## config.mk

```make
export PLATFORM = sky130hd
export DESIGN_NAME = ssp_top
export DESIGN_NICKNAME = d
export VERILOG_FILES = /design/src/design/ssp_sync2.v /design/src/design/ssp_shift.v /design/src/design/ssp_top.v
export VERILOG_INCLUDE_DIRS = /design/src /design/src/shared
export SDC_FILE = /design/constraint.sdc
export NUM_CORES = 1
export LEC_CHECK = 0
export BUFFER_PORTS_ARGS = -buffer_cell sky130_fd_sc_hd__clkbuf_2
export CELL_PAD_IN_SITES_DETAIL_PLACEMENT = 1
export CELL_PAD_IN_SITES_GLOBAL_PLACEMENT = 1
export CORE_MARGIN = 1
export CORE_UTILIZATION = 38
export DETAILED_ROUTE_END_ITERATION = 10
export GPL_ROUTABILITY_DRIVEN = 1
export HOLD_SLACK_MARGIN = 0.15
export PLACE_DENSITY_LB_ADDON = 0.1
export SYNTH_ARGS = -nofsm -noshare
export SYNTH_HDL_FRONTEND = slang
export SYNTH_SLANG_ARGS = --single-unit
```

## constraint.sdc

```tcl
create_clock -name CLK_SYS -period 3.3 [get_ports CLK_SYS]
set_clock_uncertainty 0.05 [all_clocks]
set_input_delay 0.495 -clock CLK_SYS [delete_from_list [all_inputs] [get_ports CLK_SYS]]
set_output_delay 0.495 -clock CLK_SYS [all_outputs]
set_load 0.01 [all_outputs]
```

## src/shared/ssp_defines.vh

```
`ifndef SSP_DEFINES_VH
`define SSP_DEFINES_VH
// Register byte offsets
`define SSP_OFS_STAT 8'h00
`define SSP_OFS_CTRL 8'h04
`define SSP_OFS_BUF 8'h08
`define SSP_OFS_DIR 8'h0C
`define SSP_OFS_IST 8'h10
`define SSP_OFS_ICLR 8'h14
`define SSP_OFS_IEN 8'h18
// Status register fields
`define SSP_ST_SMP 7
`define SSP_ST_CKE 6
`define SSP_ST_DA 5
`define SSP_ST_P 4
`define SSP_ST_S 3
`define SSP_ST_RW 2
`define SSP_ST_UA 1
`define SSP_ST_BF 0
// Control register fields
`define SSP_CT_MODE 3:0
`define SSP_CT_CKP 4
`define SSP_CT_EN 5
`define SSP_CT_W 6
// Port mode field codes
`define SSP_MD_M4 4'h0
`define SSP_MD_M16 4'h1
`define SSP_MD_M64 4'h2
`define SSP_MD_MTMR 4'h3
`define SSP_MD_SLV_SS 4'h4
`define SSP_MD_SLV 4'h5
// Master half period of the serial clock in system cycles
`define SSP_HALF_M4 8'h04
`define SSP_HALF_M16 8'h08
`define SSP_HALF_M64 8'h20
`define SSP_HALF_MTMR 8'h40
// Direction register
`define SSP_DIR_SDO 4
`define SSP_DIR_RST 8'hFF
// Interrupt bits
`define SSP_IRQ_DONE 0
`define SSP_IRQ_WCOL 1
`define SSP_IRQ_W 2
// Bit count of a word
`define SSP_WORD 8
`endif

```

## src/design/ssp_sync2.v

```verilog
`timescale 1ns/1ps
module ssp_sync2 #(
    parameter W = 1,
    parameter [W-1:0] RST_VAL = {W{1'b0}}
) (
    // Clock and reset
    input wire clk,
    input wire rst_b,
    // Data
    input wire [W-1:0] d,
    output wire [W-1:0] q
);
    reg [W-1:0] s1_r;
    reg [W-1:0] s2_r;
    always @(posedge clk or negedge rst_b) begin
        if (!rst_b) begin
            s1_r <= RST_VAL;
            s2_r <= RST_VAL;
        end else begin
            s1_r <= d;
            s2_r <= s1_r;
        end
    end
    assign q = s2_r;
endmodule

```

## src/design/ssp_shift.v

```verilog
`timescale 1ns/1ps
module ssp_shift #(
    parameter W = 8
) (
    // Clock and reset
    input wire clk,
    input wire rst_b,
    input wire clr,
    // Configuration
    input wire cke,
    input wire smp_end,
    // Serial clock events
    input wire lead,
    input wire trail,
    input wire tail,
    // Transmit load
    input wire load,
    input wire [W-1:0] load_data,
    // Serial data
    input wire sdi,
    output wire sdo,
    // Result
    output wire busy,
    output reg done,
    output reg [W-1:0] rx_data
);
    reg [W-1:0] tx_r;
    reg [W-1:0] rx_r;
    reg [3:0] tc_r;
    reg [3:0] rc_r;
    wire tc_nz = (tc_r != 4'h0);
    wire samp = smp_end ? (cke ? trail : ((lead & tc_nz) | tail)) : (cke ? lead : trail);
    wire shift = cke ? trail : (lead & tc_nz);
    wire last = samp & (rc_r == W - 1);
    assign sdo = tx_r[W-1];
    assign busy = tc_nz | (rc_r != 4'h0);
    always @(posedge clk or negedge rst_b) begin
        if (!rst_b) begin
            tx_r <= {W{1'b0}};
            rx_r <= {W{1'b0}};
            tc_r <= 4'h0;
            rc_r <= 4'h0;
            done <= 1'b0;
            rx_data <= {W{1'b0}};
        end else if (clr) begin
            tc_r <= 4'h0;
            rc_r <= 4'h0;
            done <= 1'b0;
        end else begin
            done <= last;
            if (load)
                tx_r <= load_data;
            else if (shift)
                tx_r <= {tx_r[W-2:0], 1'b0};
            if (trail)
                tc_r <= (tc_r == W - 1) ? 4'h0 : tc_r + 4'h1;
            if (samp) begin
                rx_r <= {rx_r[W-2:0], sdi};
                rc_r <= last ? 4'h0 : rc_r + 4'h1;
            end
            if (last)
                rx_data <= {rx_r[W-2:0], sdi};
        end
    end
endmodule

```

## src/design/ssp_top.v

```verilog
// The implementer's own choices: the register addresses and register access over AHB-Lite.
`timescale 1ns/1ps
`include "ssp_defines.vh"
module ssp_top #(
    parameter W = `SSP_WORD
) (
    // System
    input wire CLK_SYS,
    input wire RST_B,
    // AHB-Lite slave
    input wire HSEL,
    input wire [31:0] HADDR,
    input wire [1:0] HTRANS,
    input wire HWRITE,
    input wire [2:0] HSIZE,
    input wire HREADY,
    input wire [31:0] HWDATA,
    output reg [31:0] HRDATA,
    output wire HREADYOUT,
    output wire HRESP,
    // SPI pins
    input wire SCK_IN,
    output wire SCK_OUT,
    output wire SCK_OE,
    input wire SDI,
    output wire SDO,
    output wire SDO_OE,
    input wire SS_B,
    // I2C engine events
    input wire I2C_ADDR_MATCH,
    input wire I2C_RW_IN,
    input wire I2C_START,
    input wire I2C_STOP,
    input wire I2C_NACK,
    // Interrupt
    output wire IRQ
);
    reg smp_r;
    reg cke_r;
    reg [`SSP_CT_W-1:0] ctrl_r;
    reg [W-1:0] rxbuf_r;
    reg bf_r;
    reg [7:0] dir_r;
    reg [`SSP_IRQ_W-1:0] ist_r;
    reg [`SSP_IRQ_W-1:0] ien_r;
    reg rw_r;
    reg s_r;
    reg p_r;
    reg dp_wr_r;
    reg [7:0] dp_addr_r;
    reg gen_on_r;
    reg [4:0] idx_r;
    reg [7:0] div_r;
    reg sck_r;
    reg sck_d_r;
    reg [7:0] half;
    reg [31:0] rd_val;
    wire [2:0] pins_s;
    wire sck_s = pins_s[2];
    wire sdi_s = pins_s[1];
    wire ss_hi = pins_s[0];
    wire [3:0] mode = ctrl_r[`SSP_CT_MODE];
    wire ckp = ctrl_r[`SSP_CT_CKP];
    wire en = ctrl_r[`SSP_CT_EN];
    wire spi_md = (mode <= `SSP_MD_SLV);
    wire spi_on = en & spi_md;
    wire i2c_on = en & ~spi_md;
    wire master = spi_on & (mode <= `SSP_MD_MTMR);
    wire ss_ctl = spi_on & (mode == `SSP_MD_SLV_SS);
    wire ss_rst = ss_ctl & ss_hi;
    wire periph_oe = ~ss_rst;
    wire sh_clr = ~spi_on | ss_rst;
    wire smp_eff = smp_r & master;
    wire need_tail = smp_eff & ~cke_r;
    wire tick = gen_on_r & (div_r == half - 8'h01);
    wire m_lead = tick & ~idx_r[4] & ~idx_r[0];
    wire m_trail = tick & ~idx_r[4] & idx_r[0];
    wire m_tail = tick & idx_r[4];
    wire s_rise = sck_s & ~sck_d_r;
    wire s_fall = ~sck_s & sck_d_r;
    wire s_lead = ~master & (ckp ? s_fall : s_rise);
    wire s_trail = ~master & (ckp ? s_rise : s_fall);
    wire sh_busy;
    wire sh_done;
    wire sh_sdo;
    wire [W-1:0] sh_rx;
    wire busy = master ? gen_on_r : sh_busy;
    wire ap = HSEL & HTRANS[1] & HREADY;
    wire ap_rd = ap & ~HWRITE;
    wire wr_ctrl = dp_wr_r & (dp_addr_r == `SSP_OFS_CTRL);
    wire wr_stat = dp_wr_r & (dp_addr_r == `SSP_OFS_STAT);
    wire wr_buf = dp_wr_r & (dp_addr_r == `SSP_OFS_BUF);
    wire wr_dir = dp_wr_r & (dp_addr_r == `SSP_OFS_DIR);
    wire wr_iclr = dp_wr_r & (dp_addr_r == `SSP_OFS_ICLR);
    wire wr_ien = dp_wr_r & (dp_addr_r == `SSP_OFS_IEN);
    wire rd_buf = ap_rd & (HADDR[7:0] == `SSP_OFS_BUF);
    wire load = wr_buf & ~busy & spi_on;
    wire wcol = wr_buf & busy & spi_on;
    wire [`SSP_IRQ_W-1:0] ev = {wcol, sh_done};
    wire [`SSP_IRQ_W-1:0] clr_m = wr_iclr ? HWDATA[`SSP_IRQ_W-1:0] : {`SSP_IRQ_W{1'b0}};
    wire dir_sdo_rd = dir_r[`SSP_DIR_SDO] | ~periph_oe;

    assign HREADYOUT = 1'b1;
    assign HRESP = 1'b0;
    assign IRQ = |(ist_r & ien_r);
    assign SCK_OUT = sck_r;
    assign SCK_OE = master;
    assign SDO = sh_sdo;
    assign SDO_OE = spi_on & ~dir_r[`SSP_DIR_SDO] & periph_oe;

    ssp_sync2 #(
        .W(3),
        .RST_VAL(3'h1)
    ) u_sync (
        .clk(CLK_SYS),
        .rst_b(RST_B),
        .d({SCK_IN, SDI, SS_B}),
        .q(pins_s)
    );

    ssp_shift #(
        .W(W)
    ) u_shift (
        .clk(CLK_SYS),
        .rst_b(RST_B),
        .clr(sh_clr),
        .cke(cke_r),
        .smp_end(smp_eff),
        .lead(m_lead | s_lead),
        .trail(m_trail | s_trail),
        .tail(m_tail),
        .load(load),
        .load_data(HWDATA[W-1:0]),
        .sdi(sdi_s),
        .sdo(sh_sdo),
        .busy(sh_busy),
        .done(sh_done),
        .rx_data(sh_rx)
    );

    // Master half period from the port mode
    always @* begin
        case (mode)
            `SSP_MD_M4: half = `SSP_HALF_M4;
            `SSP_MD_M16: half = `SSP_HALF_M16;
            `SSP_MD_M64: half = `SSP_HALF_M64;
            default: half = `SSP_HALF_MTMR;
        endcase
    end

    // Register read mux
    always @* begin
        rd_val = 32'h0000_0000;
        case (HADDR[7:0])
            `SSP_OFS_STAT: begin
                rd_val[`SSP_ST_SMP] = smp_r;
                rd_val[`SSP_ST_CKE] = cke_r;
                rd_val[`SSP_ST_P] = p_r;
                rd_val[`SSP_ST_S] = s_r;
                rd_val[`SSP_ST_RW] = rw_r;
                rd_val[`SSP_ST_BF] = bf_r;
            end
            `SSP_OFS_CTRL: rd_val[`SSP_CT_W-1:0] = ctrl_r;
            `SSP_OFS_BUF: rd_val[W-1:0] = rxbuf_r;
            `SSP_OFS_DIR: begin
                rd_val[7:0] = dir_r;
                rd_val[`SSP_DIR_SDO] = dir_sdo_rd;
            end
            `SSP_OFS_IST: rd_val[`SSP_IRQ_W-1:0] = ist_r;
            `SSP_OFS_IEN: rd_val[`SSP_IRQ_W-1:0] = ien_r;
            default: rd_val = 32'h0000_0000;
        endcase
    end

    // Bus address phase capture and read data
    always @(posedge CLK_SYS or negedge RST_B) begin
        if (!RST_B) begin
            dp_wr_r <= 1'b0;
            dp_addr_r <= 8'h00;
            HRDATA <= 32'h0000_0000;
        end else begin
            dp_wr_r <= ap & HWRITE;
            if (ap)
                dp_addr_r <= HADDR[7:0];
            if (ap_rd)
                HRDATA <= rd_val;
        end
    end

    // Software registers
    always @(posedge CLK_SYS or negedge RST_B) begin
        if (!RST_B) begin
            smp_r <= 1'b0;
            cke_r <= 1'b0;
            ctrl_r <= {`SSP_CT_W{1'b0}};
            dir_r <= `SSP_DIR_RST;
            ien_r <= {`SSP_IRQ_W{1'b0}};
        end else begin
            if (wr_stat) begin
                smp_r <= HWDATA[`SSP_ST_SMP];
                cke_r <= HWDATA[`SSP_ST_CKE];
            end
            if (wr_ctrl)
                ctrl_r <= HWDATA[`SSP_CT_W-1:0];
            if (wr_dir)
                dir_r <= HWDATA[7:0];
            if (wr_ien)
                ien_r <= HWDATA[`SSP_IRQ_W-1:0];
        end
    end

    // Receive buffer, buffer full and interrupt status
    always @(posedge CLK_SYS or negedge RST_B) begin
        if (!RST_B) begin
            rxbuf_r <= {W{1'b0}};
            bf_r <= 1'b0;
            ist_r <= {`SSP_IRQ_W{1'b0}};
        end else begin
            if (sh_done)
                rxbuf_r <= sh_rx;
            if (sh_done)
                bf_r <= 1'b1;
            else if (rd_buf | ~en)
                bf_r <= 1'b0;
            ist_r <= (ist_r & ~clr_m) | ev;
        end
    end

    // I2C status bits kept while the port is in I2C mode
    always @(posedge CLK_SYS or negedge RST_B) begin
        if (!RST_B) begin
            rw_r <= 1'b0;
            s_r <= 1'b0;
            p_r <= 1'b0;
        end else if (!i2c_on) begin
            rw_r <= 1'b0;
            s_r <= 1'b0;
            p_r <= 1'b0;
        end else begin
            if (I2C_ADDR_MATCH)
                rw_r <= I2C_RW_IN;
            else if (I2C_START | I2C_STOP | I2C_NACK)
                rw_r <= 1'b0;
            if (I2C_START) begin
                s_r <= 1'b1;
                p_r <= 1'b0;
            end else if (I2C_STOP) begin
                s_r <= 1'b0;
                p_r <= 1'b1;
            end
        end
    end

    // Master serial clock generator
    always @(posedge CLK_SYS or negedge RST_B) begin
        if (!RST_B) begin
            gen_on_r <= 1'b0;
            idx_r <= 5'h00;
            div_r <= 8'h00;
            sck_r <= 1'b0;
        end else if (!master) begin
            gen_on_r <= 1'b0;
            idx_r <= 5'h00;
            div_r <= 8'h00;
            sck_r <= ckp;
        end else if (!gen_on_r) begin
            sck_r <= ckp;
            idx_r <= 5'h00;
            div_r <= 8'h00;
            if (load)
                gen_on_r <= 1'b1;
        end else if (tick) begin
            div_r <= 8'h00;
            idx_r <= idx_r + 5'h01;
            if (!idx_r[4])
                sck_r <= ~sck_r;
            if (idx_r[4] | ((idx_r == 5'h0F) & ~need_tail))
                gen_on_r <= 1'b0;
        end else begin
            div_r <= div_r + 8'h01;
        end
    end

    // Slave serial clock edge detect
    always @(posedge CLK_SYS or negedge RST_B) begin
        if (!RST_B)
            sck_d_r <= 1'b0;
        else
            sck_d_r <= sck_s;
    end
endmodule

```

# Word level (Yosys, flattened, before mapping)
# Cells that the tools add are included.
# word_totals
ff_bits	103
# classes
add_sub_neg	5
magnitude_cmp	2
n_eq_ne	21
mux	49
n_bitwise	66
n_reduce_logical	14
# ops
op	n
8-bit 2-to-1 mux	5
1-bit AND	36
8-bit by 4-bit equality test with 1-bit output (second input constant)	4
8-bit by 5-bit equality test with 1-bit output (second input constant)	4
1-bit 2-to-1 mux	28
4-bit 2-to-1 mux	6
7-bit one-hot mux with 3 select lines	1
8-bit by 3-bit equality test with 1-bit output (second input constant)	2
8-bit logical NOT	2
1-bit NOT	16
5-bit 2-to-1 mux	3
4-bit by 3-bit equality test with 1-bit output (second input constant)	3
3-bit one-hot mux with 4 select lines	1
1-bit OR	10
4-bit by 1-bit adder with 4-bit output (second input constant)	2
8-bit by 1-bit adder with 8-bit output (second input constant)	1
8-bit equality test	1
2-bit AND reduction	4
2-bit nonzero test	4
4-bit nonzero test	2
8-bit by 1-bit subtractor with 8-bit output (second input constant)	1
3-bit by 2-bit != test with 1-bit output (second input constant)	2
3-bit != test (second input constant)	2
1-bit one-hot mux with 6 select lines	1
other kinds (15)	16

# Logic depth before layout (Yosys ltp)
# logic_depth
ltp_word	16
mapped_depth	11
ltp_nobuf	11

# By module
# A second synthesis with hierarchy kept.
# unflattened
hier_cells	452
hier_area_um2	5079.9
# by_module_without_submodules
mod	instances	cells_each	area_each_um2	seq_area_each_um2
ssp_top	1	315	3400.8	1636.6
ssp_shift	1	131	1526.5	800.8
ssp_sync2	1	6	152.6	152.6

# Worst setup path before layout
# No wires, ideal clock.
# synth_timing
path_kind	reg2reg
start	register ctrl_r[2]
end	register u_shift.rx_data[0]
setup_ns	0.125
arrival_time_ns	2.998
required_time_ns	3.125
setup_slack_ns	0.127
path_stages_with_launch	10
n_path_buf	0
synth_period_minus_slack_ns	3.173
path_cell_list	dfrtp_1 -> or4_4 -> ha_1 -> xor2_1 -> nand3_1 -> o41ai_4 -> a221o_2 -> a21oi_2 -> nor3_4 -> mux2_2
# synth_between
elab_chain_cells	14
word_cells_on_any_way	34
cone_classes	1 x add/sub; 2 x order compare; 4 x eq/ne; 4 x mux; 21 x bitwise; 2 x reduce/logical
# synth_lines
element	line	source
start: declaration	ssp_top.v:40	reg [`SSP_CT_W-1:0] ctrl_r;
start signal: assignment	ssp_top.v:195	ctrl_r <= {`SSP_CT_W{1'b0}};
start signal: assignment	ssp_top.v:204	ctrl_r <= HWDATA[`SSP_CT_W-1:0];
4-bit by 2-bit equality test with 1-bit output (tied with other cells)	ssp_top.v:143	case (mode)
7-bit one-hot mux with 3 select lines	ssp_top.v:143	
8-bit by 1-bit subtractor with 8-bit output	ssp_top.v:75	wire tick = gen_on_r & (div_r == half - 8'h01);
8-bit equality test	ssp_top.v:75	
1-bit AND	ssp_top.v:75	
1-bit AND	ssp_top.v:76, ssp_top.v:77	
1-bit AND	ssp_top.v:76	wire m_lead = tick & ~idx_r[4] & ~idx_r[0];
1-bit OR	ssp_top.v:129	.lead(m_lead | s_lead),
1-bit AND	ssp_shift.v:32	wire samp = smp_end ? (cke ? trail : ((lead & tc_nz) | tail)) : (cke ? lead : trail);
1-bit OR	ssp_shift.v:32	
1-bit 2-to-1 mux (2 in series)	ssp_shift.v:32	
1-bit AND	ssp_shift.v:34	wire last = samp & (rc_r == W - 1);
2-bit AND reduction (no source line) *	--	
end signal: assignment	ssp_shift.v:44	rx_data <= {W{1'b0}};
end signal: assignment	ssp_shift.v:62	rx_data <= {rx_r[W-2:0], sdi};
end: declaration	ssp_shift.v:25	output reg [W-1:0] rx_data
# Mark *: on every way between the ends. The rest lies on a longest branch, timed or not.
# A chain may end at the register's enable or synchronous reset.

# Final worst setup path
# layout_timing
start	register ctrl_r[1]
end	register u_shift.rx_data[5]
# Same word-level chain as after synthesis.

==> run summary <==
The flow ran to the end, and the final reports show no timing, DRC or antenna violations. Summed over all nets, the switching power comes to 0.680 mW. The sort of element at the start of the critical path is a flip-flop.

In the final design database the tool counted roughly 580 nets. The total length of routed wires is 10,900 microns. The H-tree was split into 3 levels. The post-route DRC violation count is 0.

The detailed-route via count came out at ~3,300. The sort of element at the end of the critical path is a flip-flop. Buffers placed on the I/O ports in this run total 42. For the worst flop-to-flop path, the logic depth is 10. The clock-pin slew of the registers on the worst-case setup and hold paths is ~0.08 ns. Dividing the detail-routed via count by the number of cells gives around 5. The number of nets still failing antenna checks after routing came out at 0. The total grt overflow came out at 0. The count of flip-flops with a built-in enable after synthesis came out at 0.

The buffer cell driving the clock tree root is sky130_fd_sc_hd__clkbuf_16. The start of the worst register-to-register path is ctrl_r[1]$_DFFE_PN0P_. Setup slack on the critical path of the routed design comes to around 0.03 ns.

The final core utilization came out at 0.453. The register bit count reported by yosys came out at between 100 and 150. The via count of the first global-routing pass is between 3,000 and 4,000.

The achievable frequency came out at around 0.3 GHz. The proportion of layout cells with a drive suffix above 1 is 0.349. The biggest area contributor in the post-synthesis netlist is sky130_fd_sc_hd__dfrtp_1. The placed wire-length estimate after detailed placement is around 8000 microns. The combined area of all synthesized cells is about 5000 sq um. The floorplan step defined a die boundary enclosing approximately 14,000 sq um. The cell count along the critical path came out at 10. The clock period minus worst slack came out at between 3 and 4 ns. The wire length of the first global-routing pass is around 18,000 microns. OpenSTA, run right after detailed placement, puts the worst setup slack at approximately 0.00044 ns.

The core area is 12,700 sq um. The initialized floorplan defines 41 standard-cell rows. In this run the worst setup path begins at ctrl_r[1]$_DFFE_PN0P_. The share of synthesized registers carrying an async set or reset came out at 1.00. For this design the top-level I/O count stands at 121.

The tool flagged a number of max-cap violations equal to 0. The overall routing resource usage is 0.176. The count of different cell masters after synthesis came out at 52. Among all stages on the critical path, the largest delay is contributed by sky130_fd_sc_hd__or4_4.

Setup repair after global routing could not meet its margin everywhere. The number of buffer and inverter instances along the worst setup path is 1. The synthesized netlist cell count is between 400 and 500. The final estimated routing congestion in global placement came out at between 0.7 and 0.8. At the later pin of the worst-skew pair, clock insertion delay measures about 0.36 ns. The number of max-slew violations in the final report is 0. The warning count from the yosys run came out at 0.

The power share of the sequential group is 0.512. The cell area after layout is 5740 sq um. The final hold violation count is 0. The most used flip-flop cell after synthesis is sky130_fd_sc_hd__dfrtp_1.

Clock tree synthesis found a total of 103 sinks. The average instance in the mapped netlist occupies approximately 12 sq um. The maximum vdd ir drop is 417 uV. The DRC violation total after the first TritonRoute iteration is slightly above 90. Yosys attributes the largest share of cell area to sky130_fd_sc_hd__dfrtp_1, sky130_fd_sc_hd__mux2_2, sky130_fd_sc_hd__dfstp_2.

The path class of the tightest hold or removal check is primary input to async pin. The fraction of power spent switching nets came out at 0.261. Dividing the detail-routed wire length by the instance count gives between 15 and 20 microns. The worst stage delay on the critical path came out at 0.57 ns. Walking the worst path, the cells encountered are or4_4 -> ha_4 -> xor2_1 -> nand3_2 -> or3_4 -> o211ai_1 -> a21oi_4 -> nor3_4 -> buf_12 -> mux2_2. The area growth from synthesis to layout is 15.7%.

The worst setup path is of the flip-flop to flip-flop kind. The total CTS buffers came out at 9. The count of endpoints failing setup in the final report came out at 0.

Signal routing reaches up to met4. In this run the vertical extent of the chip is between 100 and 150 microns. For this design the ratio of total power to cell area is 454 nW/um^2. The endpoint identified for the worst register-to-register timing path is u_shift.rx_data[5]$_DFFE_PN0P_. The die boundary width came out at about 120 microns. The total internal power came out at 1.92 mW. Following the worst setup path forward leads to its endpoint at u_shift.rx_data[5]$_DFFE_PN0P_. The sum of routed wire segments on met1 came out at roughly 5300 microns. The clock tree from TritonCTS is yes. The final period utilization is 0.991. The number of fill cells in the layout came out at approximately 1,400. Of the total power, combinational logic draws 0.077. The kind of cell with the highest combined delay along the critical path is simple AND/OR/NAND/NOR gates. The maximum buffer depth of the clock tree came out at 2. Sorting the synthesized cells by how often they occur yields sky130_fd_sc_hd__dfrtp_1, sky130_fd_sc_hd__mux2_2, sky130_fd_sc_hd__nor2_1. The first-pass iteration count of the detailed router came out at 5. For this run, the register share of the synthesized area comes to 0.522. The clock network power share came out at 0.410.

The data arrival time of the critical path came out at about 3.5 ns. The static power due to leakage is roughly 2.7 nW. The routed length on met3 is about 370 microns. The worst setup slack for register-to-register paths is 0.03 ns.

The number of antenna violations at the first check in global routing came out at 0. The slew at the pin closest to its max-slew limit is approximately 0.83 ns. The share of the synthesized area in the top cell type came out at 0.469. The critical path data required time is 3.50 ns. The tightest slew margin relative to the limit is 0.448. The met2 layer wire length in the routed design is 5150 microns. The critical-path maximum fanout came out at 9. The maximum number of pins on one net before global-route repair is 66. The number of inserted diodes is 0. The most repeated cell in the gate-level netlist after synthesis is sky130_fd_sc_hd__dfrtp_1. The initial utilization of the core area, before any placement, comes to 0.392. The post-place instance area came out at approximately 5400 sq um.
## layout by cell type (no fill, tap or decap), drive strengths merged, types with 3 or more instances in the layout
| cell type | instances |
|---|---|
| dfrtp | 93 |
| mux2 | 68 |
| clkbuf | 50 |
| nor2 | 37 |
| nand2 | 35 |
| conb | 26 |
| inv | 19 |
| o21ai | 15 |
| buf | 15 |
| nand3 | 13 |
| dfstp | 10 |
| a21oi | 10 |
| xor2 | 9 |
| ha | 8 |
| xnor2 | 6 |
| nor3 | 6 |
| nor2b | 5 |
| o31ai | 5 |
| a22oi | 5 |
| nor3b | 4 |
| nand4 | 4 |
| mux4 | 4 |
| mux2i | 4 |
| or2 | 3 |
| and3 | 3 |
| nand2b | 3 |
| or3 | 3 |
| clkinv | 3 |
## logic make-up (layout without fill, tap and decap cells)
group | after synthesis | in the layout | share of synthesized area
other | 2 | 26 | 0.00151
flip-flops | 103 | 103 | 0.522
XOR/XNOR | 15 | 15 | 0.0265
multiplexers | 76 | 76 | 0.180
AND/OR/NAND/NOR | 125 | 125 | 0.124
adder cells (fa/ha/maj) | 8 | 8 | 0.0202
AO/OA/AOI/OAI | 49 | 49 | 0.0691
buffers and inverters | 49 | 88 | 0.0567
## worst min-delay path by stage
| stage | from | endpoint | slack [ns] |
|---|---|---|---|
| floorplan | RST_B | HRDATA[0]$_DFFE_PN0P_ | 0.15 |
| global placement | u_sync.s1_r[1]$_DFF_PN0_ | u_sync.q[1]$_DFF_PN0_ | 0.29 |
| detailed placement | u_sync.s1_r[1]$_DFF_PN0_ | u_sync.q[1]$_DFF_PN0_ | 0.29 |
| CTS | SS_B | u_sync.s1_r[0]$_DFF_PN1_ | 0.15 |
| global route | SDI | u_sync.s1_r[1]$_DFF_PN0_ | 0.17 |
| finish | RST_B | rw_r$_DFFE_PN0P_ | 0.19 |
## per-layer routing
layer  vias to the layer above  track usage
met5                         -            0
li1                       1559            -
met4                         0       0.0462
met2                        62        0.277
met3                         6       0.0483
met1                      1692        0.241
## sequential cells by signal, indices dropped and copies added, names as in the netlist, 2 cells and up
name             count
ctrl_r               6
ien_r                2
idx_r                5
u_shift.tc_r         4
dp_addr_r            8
u_shift.rx_data      8
HRDATA               8
dir_r                8
u_shift.rx_r         7
u_shift.tx_r         8
u_sync.s1_r          3
rxbuf_r              8
u_shift.rc_r         4
u_sync.q             3
div_r                8
ist_r                2
## power by group through the flow
stage / logic, mW / clock network [mW] / registers (mW)
after detailed placement: 0.196 / 0 / 1.36
after CTS: 0.197 / 1.11 / 1.33
after global routing: 0.228 / 1.15 / 1.34
after global placement: 0.192 / 0 / 1.36
after floorplan: 0.132 / 0 / 1.35
final: 0.201 / 1.07 / 1.33
## stage by stage
| step | cells | TNS (ns) | hold WS [ns] | power, mW |
|---|---|---|---|---|
| finish | 662 | 0 | 0.188 | 2.60 |
| global route | 662 | -2.19 | 0.174 | 2.72 |
| CTS | 660 | -0.112 | 0.151 | 2.64 |
| detailed placement | 644 | 0 | 0.286 | 1.55 |
| global placement | 644 | 0 | 0.289 | 1.55 |
| floorplan | 451 | 0 | 0.149 | 1.48 |
## final cells by class
type	instances	area, sq um	share of cell area
flip-flops and latches	103	2590	0.451
multi-input cells	299	2230	0.388
well taps	172	215	0.0375
clock buffers	9	225	0.0392
inverters	15	56.3	0.00981
repair buffers	57	353	0.0615
clock inverters	7	73.8	0.0129
## timing repair
item | 4_1_cts | 5_1_grt
setup endpoints to repair | 7 | 24
setup buffers | 0 | 1
hold buffers | 0 | 1
pin swaps | 0 | 1
endpoints found under the hold margin | 0 | 1
gates cloned | 0 | 0
resized for setup | 0 | 8
No activity file was read; power rests on OpenSTA's default activity.
